===== src/hw/pmon_regs.svh =====
`ifndef PMON_REGS_SVH
`define PMON_REGS_SVH

// Register byte offsets
`define OFS_CTL0 8'h00
`define OFS_FIX_CTL 8'h10
`define OFS_CTR_BASE 8'h20
`define OFS_FIX_LO 8'h40
`define OFS_FIX_HI 8'h44

// Control word fields
`define CTL_EVT_LSB 0
`define CTL_EVT_MSB 7
`define CTL_UMASK_LSB 8
`define CTL_UMASK_MSB 15
`define CTL_RST_BIT 19
`define CTL_OVEN_BIT 20
`define CTL_EN_BIT 22
`define CTL_GEN_MASK 32'h0050_FFFF
`define CTL_FIX_MASK 32'h0050_0000
`define CTL_RESET_VAL 32'h0000_0000
`define CTR_RESET_VAL 48'h0000_0000_0000
`define CTR_HI_W 16

// Event codes
`define EV_ACT 8'h02
`define EV_PRE 8'h03
`define EV_CAS 8'h05
`define EV_MAJOR_MODES 8'h07
`define EV_PREEMPT 8'h08
`define EV_WQ_FULL1 8'h16
`define EV_RDB_INS 8'h17
`define EV_WQ_ALLOC 8'h20
`define EV_WQ_NE 8'h21
`define EV_WQ_FULL0 8'h22
`define EV_WQ_RD_MATCH 8'h23
`define EV_WQ_WR_MATCH 8'h24
`define EV_ACT_BY_PRIO 8'h28
`define EV_SELF_REF 8'h43
`define EV_PRE_ALL 8'h44
`define EV_REFRESH 8'h45
`define EV_THROTTLE 8'h46
`define EV_CKE_ON 8'h47
`define EV_MODE_CHG0 8'h50
`define EV_MODE_CHG1 8'h51
`define EV_RQ_OCC0 8'h80
`define EV_RQ_OCC1 8'h81
`define EV_WQ_OCC0 8'h82
`define EV_WQ_OCC1 8'h83
`define EV_PPD 8'h85
`define EV_CRIT_THR 8'h86
`define EV_SB_NE 8'hD0
`define EV_SB_FULL 8'hD1
`define EV_SB_ACC 8'hD2
`define EV_SB_REJ 8'hD4
`define EV_SB_OCC 8'hD5
`define EV_SB_INS 8'hD6
`define EV_SB_PF_INS 8'hDA
`define EV_SB_PF_OCC 8'hDB
`define EV_PM_RQ_OCC 8'hE0
`define EV_PM_RQ_NE 8'hE1
`define EV_PM_RQ_FULL 8'hE2
`define EV_PM_RQ_INS 8'hE3
`define EV_PM_WQ_OCC 8'hE4
`define EV_PM_WQ_NE 8'hE5
`define EV_PM_WQ_FULL 8'hE6
`define EV_PM_WQ_INS 8'hE7
`define EV_PM_WQ_FLUSH 8'hE8

`endif


===== src/hw/pmon_pkg.sv =====
package pmon_pkg;
  localparam int OCC_W = 6;
  localparam int NUM_CTR = 5;

  typedef enum logic [1:0] {
    PRIO_NORMAL,
    PRIO_CRITICAL,
    PRIO_STARVED
  } prio_t;

  typedef struct packed {
    logic act_rd;
    logic act_wr;
    logic act_uf;
    prio_t activate_by_priority;
    logic [5:0] cas;
    logic pre;
    logic pre_all;
    logic wq_full;
    logic [OCC_W-1:0] rq_occ;
    logic [OCC_W-1:0] wq_occ;
    logic [7:0] mode_chg;
  } pch_ev_t;

  typedef struct packed {
    pch_ev_t [1:0] pch;
    logic wq_alloc;
    logic wq_ne;
    logic rd_match;
    logic wr_match;
    logic [7:0] refresh;
    logic self_ref;
    logic [7:0] throttle;
    logic crit_throttle;
    logic [7:0] cke_on;
    logic ppd;
    logic [3:0] major_mode;
    logic rdb_insert;
    logic preempt;
    logic sb_ne;
    logic sb_full;
    logic sb_access;
    logic sb_refused;
    logic [OCC_W-1:0] sb_occ;
    logic sb_insert;
    logic sb_pref_insert;
    logic [OCC_W-1:0] sb_pref_occ;
    logic [OCC_W-1:0] pm_rq_occ;
    logic pm_rq_ne;
    logic pm_rq_full;
    logic pm_rq_ins;
    logic [OCC_W-1:0] pm_wq_occ;
    logic pm_wq_ne;
    logic pm_wq_full;
    logic pm_wq_ins;
    logic pm_wq_flush;
  } evt_bus_t;

  typedef struct packed {
    logic [47:0] cnt;
    logic ovf;
  } ctr_st_t;

  typedef struct packed {
    logic [NUM_CTR-1:0][31:0] ctl;
    logic [31:0] rdata;
  } top_st_t;
endpackage : pmon_pkg


===== src/hw/pmon_evt_counter.sv =====
// Design decisions made here: the placing of the registers and the strobed register port.
`timescale 1ns/1ps
`include "pmon_regs.svh"

module pmon_evt_counter
  import pmon_pkg::*;
#(
  parameter int ADDR_W = 8,
  parameter int CNT_W = 48
) (
  input wire logic CLK_I,
  input wire logic RST_I,
  input wire logic [ADDR_W-1:0] ADDR_I,
  input wire logic [31:0] WDATA_I,
  input wire logic WE_I,
  input wire logic RE_I,
  output logic [31:0] RDATA_O,
  input wire evt_bus_t EV_I,
  output logic [NUM_CTR-1:0] OVF_O
);
  localparam int FIX = NUM_CTR - 1;

  function automatic logic is_ctl(input logic [ADDR_W-1:0] a, input int n);
    logic [ADDR_W-1:0] o;
    o = (n == FIX) ? ADDR_W'(`OFS_FIX_CTL) : ADDR_W'(`OFS_CTL0 + 4 * n);
    return a == o;
  endfunction : is_ctl

  function automatic logic is_ctr(input logic [ADDR_W-1:0] a, input int n, input logic hi);
    logic [ADDR_W-1:0] o;
    o = (n == FIX) ? ADDR_W'(`OFS_FIX_LO) : ADDR_W'(`OFS_CTR_BASE + 8 * n);
    return a == (o + (hi ? ADDR_W'(4) : ADDR_W'(0)));
  endfunction : is_ctr

  top_st_t st_r, st_nxt;
  logic [NUM_CTR-1:0][CNT_W-1:0] cnt;
  logic [NUM_CTR-1:0][7:0] inc;
  logic [NUM_CTR-1:0] clr;
  logic [NUM_CTR-1:0] wr_lo;
  logic [NUM_CTR-1:0] wr_hi;

  genvar g;
  generate
    for (g = 0; g < NUM_CTR; g++) begin : g_ctr
      if (g < FIX) begin : g_gen
        pmon_evt_select u_sel (
          .ev_i(EV_I),
          .code_i(st_r.ctl[g][`CTL_EVT_MSB:`CTL_EVT_LSB]),
          .umask_i(st_r.ctl[g][`CTL_UMASK_MSB:`CTL_UMASK_LSB]),
          .inc_o(inc[g])
        );
      end else begin : g_fix
        // Fixed counter ticks once per controller cycle, never on events
        assign inc[g] = 8'h01;
      end
      assign clr[g] = WE_I && is_ctl(ADDR_I, g) && WDATA_I[`CTL_RST_BIT];
      assign wr_lo[g] = WE_I && is_ctr(ADDR_I, g, 1'b0);
      assign wr_hi[g] = WE_I && is_ctr(ADDR_I, g, 1'b1);
      pmon_ctr_unit #(
        .CNT_W(CNT_W),
        .INC_W(8)
      ) u_ctr (
        .clk_i(CLK_I),
        .rst_i(RST_I),
        .en_i(st_r.ctl[g][`CTL_EN_BIT]),
        .ovf_req_en_i(st_r.ctl[g][`CTL_OVEN_BIT]),
        .clr_i(clr[g]),
        .wr_lo_i(wr_lo[g]),
        .wr_hi_i(wr_hi[g]),
        .wdata_i(WDATA_I),
        .inc_i(inc[g]),
        .cnt_o(cnt[g]),
        .ovf_o(OVF_O[g])
      );
    end
  endgenerate

  always_comb begin
    st_nxt = st_r;
    if (WE_I) begin
      for (int n = 0; n < NUM_CTR; n++) begin
        if (is_ctl(ADDR_I, n)) begin
          // Clear bit is write-only and is never stored
          st_nxt.ctl[n] = WDATA_I & ((n == FIX) ? `CTL_FIX_MASK : `CTL_GEN_MASK);
        end
      end
    end
    if (RE_I) begin
      st_nxt.rdata = 32'h0000_0000;
      for (int n = 0; n < NUM_CTR; n++) begin
        if (is_ctl(ADDR_I, n)) begin
          st_nxt.rdata = st_r.ctl[n];
        end else if (is_ctr(ADDR_I, n, 1'b0)) begin
          st_nxt.rdata = cnt[n][31:0];
        end else if (is_ctr(ADDR_I, n, 1'b1)) begin
          st_nxt.rdata = {16'h0000, cnt[n][CNT_W-1:32]};
        end
      end
    end
  end

  always_ff @(posedge CLK_I) begin
    if (RST_I) begin
      st_r <= '0;
    end else begin
      st_r <= st_nxt;
    end
  end

  assign RDATA_O = st_r.rdata;
endmodule : pmon_evt_counter


===== src/hw/pmon_ctr_unit.sv =====
`timescale 1ns/1ps
`include "pmon_regs.svh"

module pmon_ctr_unit
  import pmon_pkg::*;
#(
  parameter int CNT_W = 48,
  parameter int INC_W = 8
) (
  input wire logic clk_i,
  input wire logic rst_i,
  input wire logic en_i,
  input wire logic ovf_req_en_i,
  input wire logic clr_i,
  input wire logic wr_lo_i,
  input wire logic wr_hi_i,
  input wire logic [31:0] wdata_i,
  input wire logic [INC_W-1:0] inc_i,
  output logic [CNT_W-1:0] cnt_o,
  output logic ovf_o
);
  ctr_st_t st_r, st_nxt;
  logic [CNT_W:0] sum;

  always_comb begin
    st_nxt = st_r;
    st_nxt.ovf = 1'b0;
    sum = {1'b0, st_r.cnt} + (CNT_W + 1)'(inc_i);
    if (wr_lo_i) begin
      st_nxt.cnt[31:0] = wdata_i;
    end else if (wr_hi_i) begin
      st_nxt.cnt[CNT_W-1:32] = wdata_i[`CTR_HI_W-1:0];
    end else if (clr_i) begin
      st_nxt.cnt = `CTR_RESET_VAL;
    end else if (en_i) begin
      // Carry out of the top bit is the wrap point
      st_nxt.cnt = sum[CNT_W-1:0];
      st_nxt.ovf = sum[CNT_W] & ovf_req_en_i;
    end
  end

  always_ff @(posedge clk_i) begin
    if (rst_i) begin
      st_r <= '0;
    end else begin
      st_r <= st_nxt;
    end
  end

  assign cnt_o = st_r.cnt;
  assign ovf_o = st_r.ovf;
endmodule : pmon_ctr_unit


===== src/hw/pmon_evt_select.sv =====
`timescale 1ns/1ps
`include "pmon_regs.svh"

module pmon_evt_select
  import pmon_pkg::*;
(
  input wire evt_bus_t ev_i,
  input wire logic [7:0] code_i,
  input wire logic [7:0] umask_i,
  output logic [7:0] inc_o
);
  function automatic logic [7:0] pc8(input logic [7:0] v);
    logic [7:0] c;
    c = 8'h00;
    for (int i = 0; i < 8; i++) begin
      c = c + {7'h00, v[i]};
    end
    return c;
  endfunction : pc8

  logic [7:0] inc;
  logic [5:0] psel;

  always_comb begin
    inc = 8'h00;
    psel = 6'h00;
    case (code_i)
      `EV_ACT: begin
        inc = pc8({1'b0, umask_i[6:4] & {ev_i.pch[1].act_uf, ev_i.pch[1].act_wr,
                   ev_i.pch[1].act_rd}, 1'b0, umask_i[2:0] & {ev_i.pch[0].act_uf,
                   ev_i.pch[0].act_wr, ev_i.pch[0].act_rd}});
      end
      `EV_ACT_BY_PRIO: begin
        for (int k = 0; k < 2; k++) begin
          psel = 6'h00;
          if (ev_i.pch[k].act_rd || ev_i.pch[k].act_uf) begin
            psel[ev_i.pch[k].activate_by_priority] = 1'b1;
          end else if (ev_i.pch[k].act_wr) begin
            psel[3 + ev_i.pch[k].activate_by_priority] = 1'b1;
          end
          if (umask_i[6 + k]) begin
            inc = inc + {7'h00, |(umask_i[5:0] & psel)};
          end
        end
      end
      `EV_CAS: begin
        // No major-mode gating; underfills are the only reads in write mode
        for (int k = 0; k < 2; k++) begin
          if (umask_i[6 + k]) begin
            inc = inc + pc8({2'b00, umask_i[5:0] & ev_i.pch[k].cas});
          end
        end
      end
      `EV_WQ_ALLOC: inc = {7'h00, ev_i.wq_alloc};
      `EV_WQ_NE: inc = {7'h00, ev_i.wq_ne};
      `EV_WQ_FULL0: inc = {7'h00, ev_i.pch[0].wq_full};
      `EV_WQ_FULL1: inc = {7'h00, ev_i.pch[1].wq_full};
      `EV_RQ_OCC0: inc = 8'(ev_i.pch[0].rq_occ);
      `EV_RQ_OCC1: inc = 8'(ev_i.pch[1].rq_occ);
      `EV_WQ_OCC0: inc = 8'(ev_i.pch[0].wq_occ);
      `EV_WQ_OCC1: inc = 8'(ev_i.pch[1].wq_occ);
      `EV_WQ_RD_MATCH: inc = {7'h00, ev_i.rd_match};
      `EV_WQ_WR_MATCH: inc = {7'h00, ev_i.wr_match};
      `EV_PRE: inc = pc8({6'h00, ev_i.pch[1].pre, ev_i.pch[0].pre});
      `EV_PRE_ALL: begin
        inc = pc8({6'h00, umask_i[1:0] & {ev_i.pch[1].pre_all, ev_i.pch[0].pre_all}});
      end
      `EV_REFRESH: inc = pc8(umask_i & ev_i.refresh);
      `EV_SELF_REF: inc = {7'h00, ev_i.self_ref};
      `EV_THROTTLE: inc = pc8(umask_i & ev_i.throttle);
      `EV_CRIT_THR: inc = {7'h00, ev_i.crit_throttle};
      `EV_CKE_ON: inc = pc8(umask_i & ev_i.cke_on);
      `EV_PPD: inc = {7'h00, ev_i.ppd};
      `EV_MAJOR_MODES: inc = {7'h00, |(umask_i[3:0] & ev_i.major_mode)};
      `EV_MODE_CHG0: inc = pc8(umask_i & ev_i.pch[0].mode_chg);
      `EV_MODE_CHG1: inc = pc8(umask_i & ev_i.pch[1].mode_chg);
      `EV_RDB_INS: inc = {7'h00, ev_i.rdb_insert};
      `EV_PREEMPT: inc = {7'h00, ev_i.preempt};
      `EV_SB_NE: inc = {7'h00, ev_i.sb_ne};
      `EV_SB_FULL: inc = {7'h00, ev_i.sb_full};
      `EV_SB_ACC: inc = {7'h00, ev_i.sb_access};
      `EV_SB_REJ: inc = {7'h00, ev_i.sb_refused};
      `EV_SB_OCC: inc = 8'(ev_i.sb_occ);
      `EV_SB_INS: inc = {7'h00, ev_i.sb_insert};
      `EV_SB_PF_INS: inc = {7'h00, ev_i.sb_pref_insert};
      `EV_SB_PF_OCC: inc = 8'(ev_i.sb_pref_occ);
      `EV_PM_RQ_OCC: inc = 8'(ev_i.pm_rq_occ);
      `EV_PM_RQ_NE: inc = {7'h00, ev_i.pm_rq_ne};
      `EV_PM_RQ_FULL: inc = {7'h00, ev_i.pm_rq_full};
      `EV_PM_RQ_INS: inc = {7'h00, ev_i.pm_rq_ins};
      `EV_PM_WQ_OCC: inc = 8'(ev_i.pm_wq_occ);
      `EV_PM_WQ_NE: inc = {7'h00, ev_i.pm_wq_ne};
      `EV_PM_WQ_FULL: inc = {7'h00, ev_i.pm_wq_full};
      `EV_PM_WQ_INS: inc = {7'h00, ev_i.pm_wq_ins};
      `EV_PM_WQ_FLUSH: inc = {7'h00, ev_i.pm_wq_flush};
      default: inc = 8'h00;
    endcase
  end

  assign inc_o = inc;
endmodule : pmon_evt_select


===== config.mk =====
export PLATFORM = sky130hd
export DESIGN_NAME = pmon_evt_counter
export DESIGN_NICKNAME = d
export VERILOG_FILES = /design/src/hw/pmon_pkg.sv /design/src/hw/pmon_evt_counter.sv /design/src/hw/pmon_ctr_unit.sv /design/src/hw/pmon_evt_select.sv
export VERILOG_INCLUDE_DIRS = /design/src /design/src/hw
export SDC_FILE = /design/constraint.sdc
export NUM_CORES = 2
export LEC_CHECK = 0
export ABC_AREA = 1
export BUFFER_PORTS_ARGS = -buffer_cell sky130_fd_sc_hd__buf_2
export CAP_MARGIN = 0
export CORE_ASPECT_RATIO = 1.2
export CORE_MARGIN = 5
export CORE_UTILIZATION = 42
export CTS_CLUSTER_DIAMETER = 150
export CTS_CLUSTER_SIZE = 30
export DETAILED_ROUTE_END_ITERATION = 8
export MAX_ROUTING_LAYER = met4
export SLEW_MARGIN = 10
export SYNTH_ARGS = -nofsm -noshare
export SYNTH_HDL_FRONTEND = slang
export SYNTH_SLANG_ARGS = --single-unit

===== constraint.sdc =====
create_clock -name CLK_I -period 8 [get_ports CLK_I]
set_input_delay 1.2 -clock CLK_I [delete_from_list [all_inputs] [get_ports CLK_I]]
set_output_delay 1.2 -clock CLK_I [all_outputs]
set_load 0.02 [all_outputs]

==> summary.txt <==
Layout
  • Register Area: 7030 µm²
  • # fillers: 9,327
  • Share of layout cells above drive strength 1: 8.22%
  • Layout Nets: 6,369
  • Fin cells: 7,068
  • Area Growth Syn to Fin: 7.19%
  • Multi-input logic area: 23,800 µm²
  • Commonest non-fill, non-tap cell in the layout: nand2_1
  • Most frequent cells in the layout: nand2_1, inv_1, a21oi_1

Timing
  • Setup TNS: 0 ns
  • Clk_skew: 0.0224 ns
  • Hold Violations, Final: 0
  • # setup viols final: 0
  • WHS: 0.470 ns
  • Pins Over Slew Limit: 0
  • Pin slew with the least headroom to its limit: 1.36 ns
  • Tcrit/Tclk final: 89.2%
  • RSZ-0062 raised after global routing: false
  • Post-layout minimum cycle time: 7.14 ns
  • Slew margin rel.: 9.30%
  • Max Clock Freq: 140 MHz
  • Setup WS post-layout: 0.862 ns

Placement
  • IO Port Bufs: 222
  • Post-placement setup slack: 0.409 ns
  • HPWL Detailed: 157,000 µm
  • GP Congestion: 1.12
  • Placed Cells: 7,037

Run status
  • Run status: complete, no violations

Power
  • Sequential Power Share: 55.0%
  • Sw frac: 32.2%
  • Pleak: 16.6 nW
  • PwrDens: 83.8 nW/µm²
  • Clock power share: 31.4%
  • Final Power: 3.20 mW
  • Comb pwr share: 13.6%
  • Pint: 2.17 mW
  • Sw Pwr: 1.03 mW
  • VDD IR max: 171 µV

Routing
  • DRT antenna net count: 0
  • DR WL/cell: 28.5 µm
  • DR DRC count: 0
  • Vias per Instance: 6.03
  • TritonRoute pass-1 iters: 7
  • Initial DRC count: 5,078
  • Post-Route WL: 202,000 µm
  • Vias: 42,625

Logic synthesis
  • Mapped Area: 35,600 µm²
  • Top_reg_cell synth: dfxtp_1
  • Sequential-to-total area share from yosys stat: 19.7%
  • Asr flop ratio synth: 0%
  • Syn nets: 6,269
  • Number of synthesized register bits: 351
  • Mean Syn Cell Area: 6.12 µm²
  • Post-synth EDFFs: 0
  • Synth Warn #: 0
  • Post-synth cell types: 75
  • Syn Inst Count: 5,825

Clock network
  • Worst-Skew Late Latency: 0.58 ns
  • H-tree depth: 1
  • CTS Sinks: 351
  • Worst-path clk slew: 0.12 ns
  • Hold buffer count at CTS: 0
  • CTS root buffer: clkbuf_16
  • Post_cts resized: 0
  • Post-CTS Setup Bufs: 0
  • Total CTS buffers: 15
  • CTS tree: built
  • Clock Path Buffers: 3

Critical path
  • Worst Path Required: 8.50 ns
  • Crit-path max FO: 5
  • Critical path arrival: 7.64 ns
  • CP endpoint kind: flop
  • Crit start category: input port
  • Crit Path Category: input port to flop

Die
  • Core footprint: 84,500 µm²
  • Ports: 223
  • Die width: 276 µm
  • Row count: 117
  • Die Ht: 329 µm
  • Die area: 90,800 µm²
  • Initial Util: 42.2%

GRT
  • Initial antenna violation count: 10
  • Total GRT Usage: 43.8%
  • Gr ovfl total: 0
  • Vias in the first global route: 39,616
  • Largest net degree at the start of global routing: 117
  • First-pass GRT wire length: 281,000 µm

Job
  • Max-cap viol count: 0

Worst hold path
  • Hold WC Path Type: flop to flop
[kinds of logic (layout without fill, tap and decap cells)]
logic type      Yosys count  in the layout  share of synthesized area, %
compound gates         1222           1222                          20.3
fa+ha+maj               258            258                          11.6
xor+xnor                 50             50                          1.23
simple gates           2707           2707                          33.7
flops                   351            351                          19.7
buf+inv                1237           1337                          13.4
other cells               0             13                             0
[Yosys cell counts (all sizes together) (9+ instances only)]
cell type | n | area, µm²
dfxtp | 351 | 7030
clkbuf | 134 | 503
nand3b | 11 | 82.6
ha | 138 | 1730
o22ai | 62 | 388
xor2 | 39 | 342
a221oi | 40 | 350
o211ai | 37 | 278
nor3 | 158 | 843
a31oi | 95 | 594
o31ai | 13 | 97.6
a21o | 9 | 67.6
nand2 | 1461 | 5580
o21ai | 362 | 1830
a21oi | 465 | 2460
a211oi | 13 | 97.6
nor4 | 51 | 325
xnor2 | 11 | 96.3
nor2 | 433 | 1980
or2 | 37 | 231
o2111ai | 22 | 193
nand3 | 432 | 2180
buf | 68 | 389
nand4 | 111 | 701
inv | 1033 | 3890
fa | 120 | 2400
o221ai | 25 | 219
a22oi | 29 | 223
[final cells by class]
type / instances / area share, %
clock inverter: 2 / 0.0524
timing repair buffer: 285 / 4.20
multi-input combinational: 4237 / 62.4
antenna: 13 / 0.0852
inverter: 1035 / 10.2
tap: 1130 / 3.70
sequential: 351 / 18.4
clock buffer: 15 / 0.983
[layer usage]
layer / GRT usage [%] / up-vias / wire length (µm)
met2: 66.8 / 2549 / 88100
met1: 49.1 / 19926 / 71700
met3: 7.47 / 799 / 17800
met4: 38.5 / 0 / 24000
li1: - / 19351 / -
met5: - / - / 0
[worst max-delay path, cell delays in order]
cell and delay (ns):
buf_2 0.18, nand2_1 0.09, inv_1 0.04, ha_1 0.30, fa_1 0.55, inv_1 0.06
fa_1 0.43, fa_1 0.45, nor2_1 0.16, ha_1 0.25, ha_1 0.34, fa_1 0.48
xnor2_1 0.17, nand2_1 0.07, a31oi_1 0.21, nand4_1 0.36, ha_1 0.50, inv_1 0.09
nor3_1 0.26, a21oi_1 0.16, nor2_1 0.20, nand2_1 0.12, nor2_1 0.36, and2_1 0.27
or2_2 0.13, nand3_1 0.06, a21oi_1 0.13
[path summary, 6_finish.rpt]
check                                start  depth (start not counted)  slack [ns]                               endpoint
hold / removal    RDATA_O[13]$_SDFFE_PP0P_                          2        0.47               RDATA_O[13]$_SDFFE_PP0P_
setup reg to reg     st_r[73]$_SDFFE_PP0P_                         29        1.25  g_ctr[1].u_ctr.cnt_o[39]$_SDFFE_PP0P_
setup / recovery                  EV_I[97]                         27        0.86  g_ctr[0].u_ctr.cnt_o[42]$_SDFFE_PP0P_
hold reg to reg   RDATA_O[13]$_SDFFE_PP0P_                          2        0.47               RDATA_O[13]$_SDFFE_PP0P_
[stage by stage]
| step | instance area (µm²) | utilization, % |
|---|---|---|
| 6_report | 38200 | 45.2 |
| 5_1_grt | 38200 | 45.2 |
| 4_1_cts | 38100 | 45.2 |
| 3_5_place_dp | 37800 | 44.7 |
| 3_3_place_gp | 37800 | 44.7 |
| 2_1_floorplan | 35600 | - |
[power by group through the flow]
| stage | Combinational (mW) | Sequential (mW) | Clock (mW) |
|---|---|---|---|
| global placement | 0.404 | 1.80 | 0 |
| floorplan | 0.114 | 1.80 | 0 |
| CTS | 0.402 | 1.76 | 1.02 |
| detailed placement | 0.401 | 1.80 | 0 |
| global route | 0.420 | 1.76 | 1.06 |
| finish | 0.434 | 1.76 | 1.01 |
[flip-flops by register name (all words and copies together), names as in the netlist]
register / cells
g_ctr.u_ctr.ovf_o: 5
g_ctr.u_ctr.cnt_o: 240
st_r: 74
RDATA_O: 32
(Power assumes the default switching activity.)
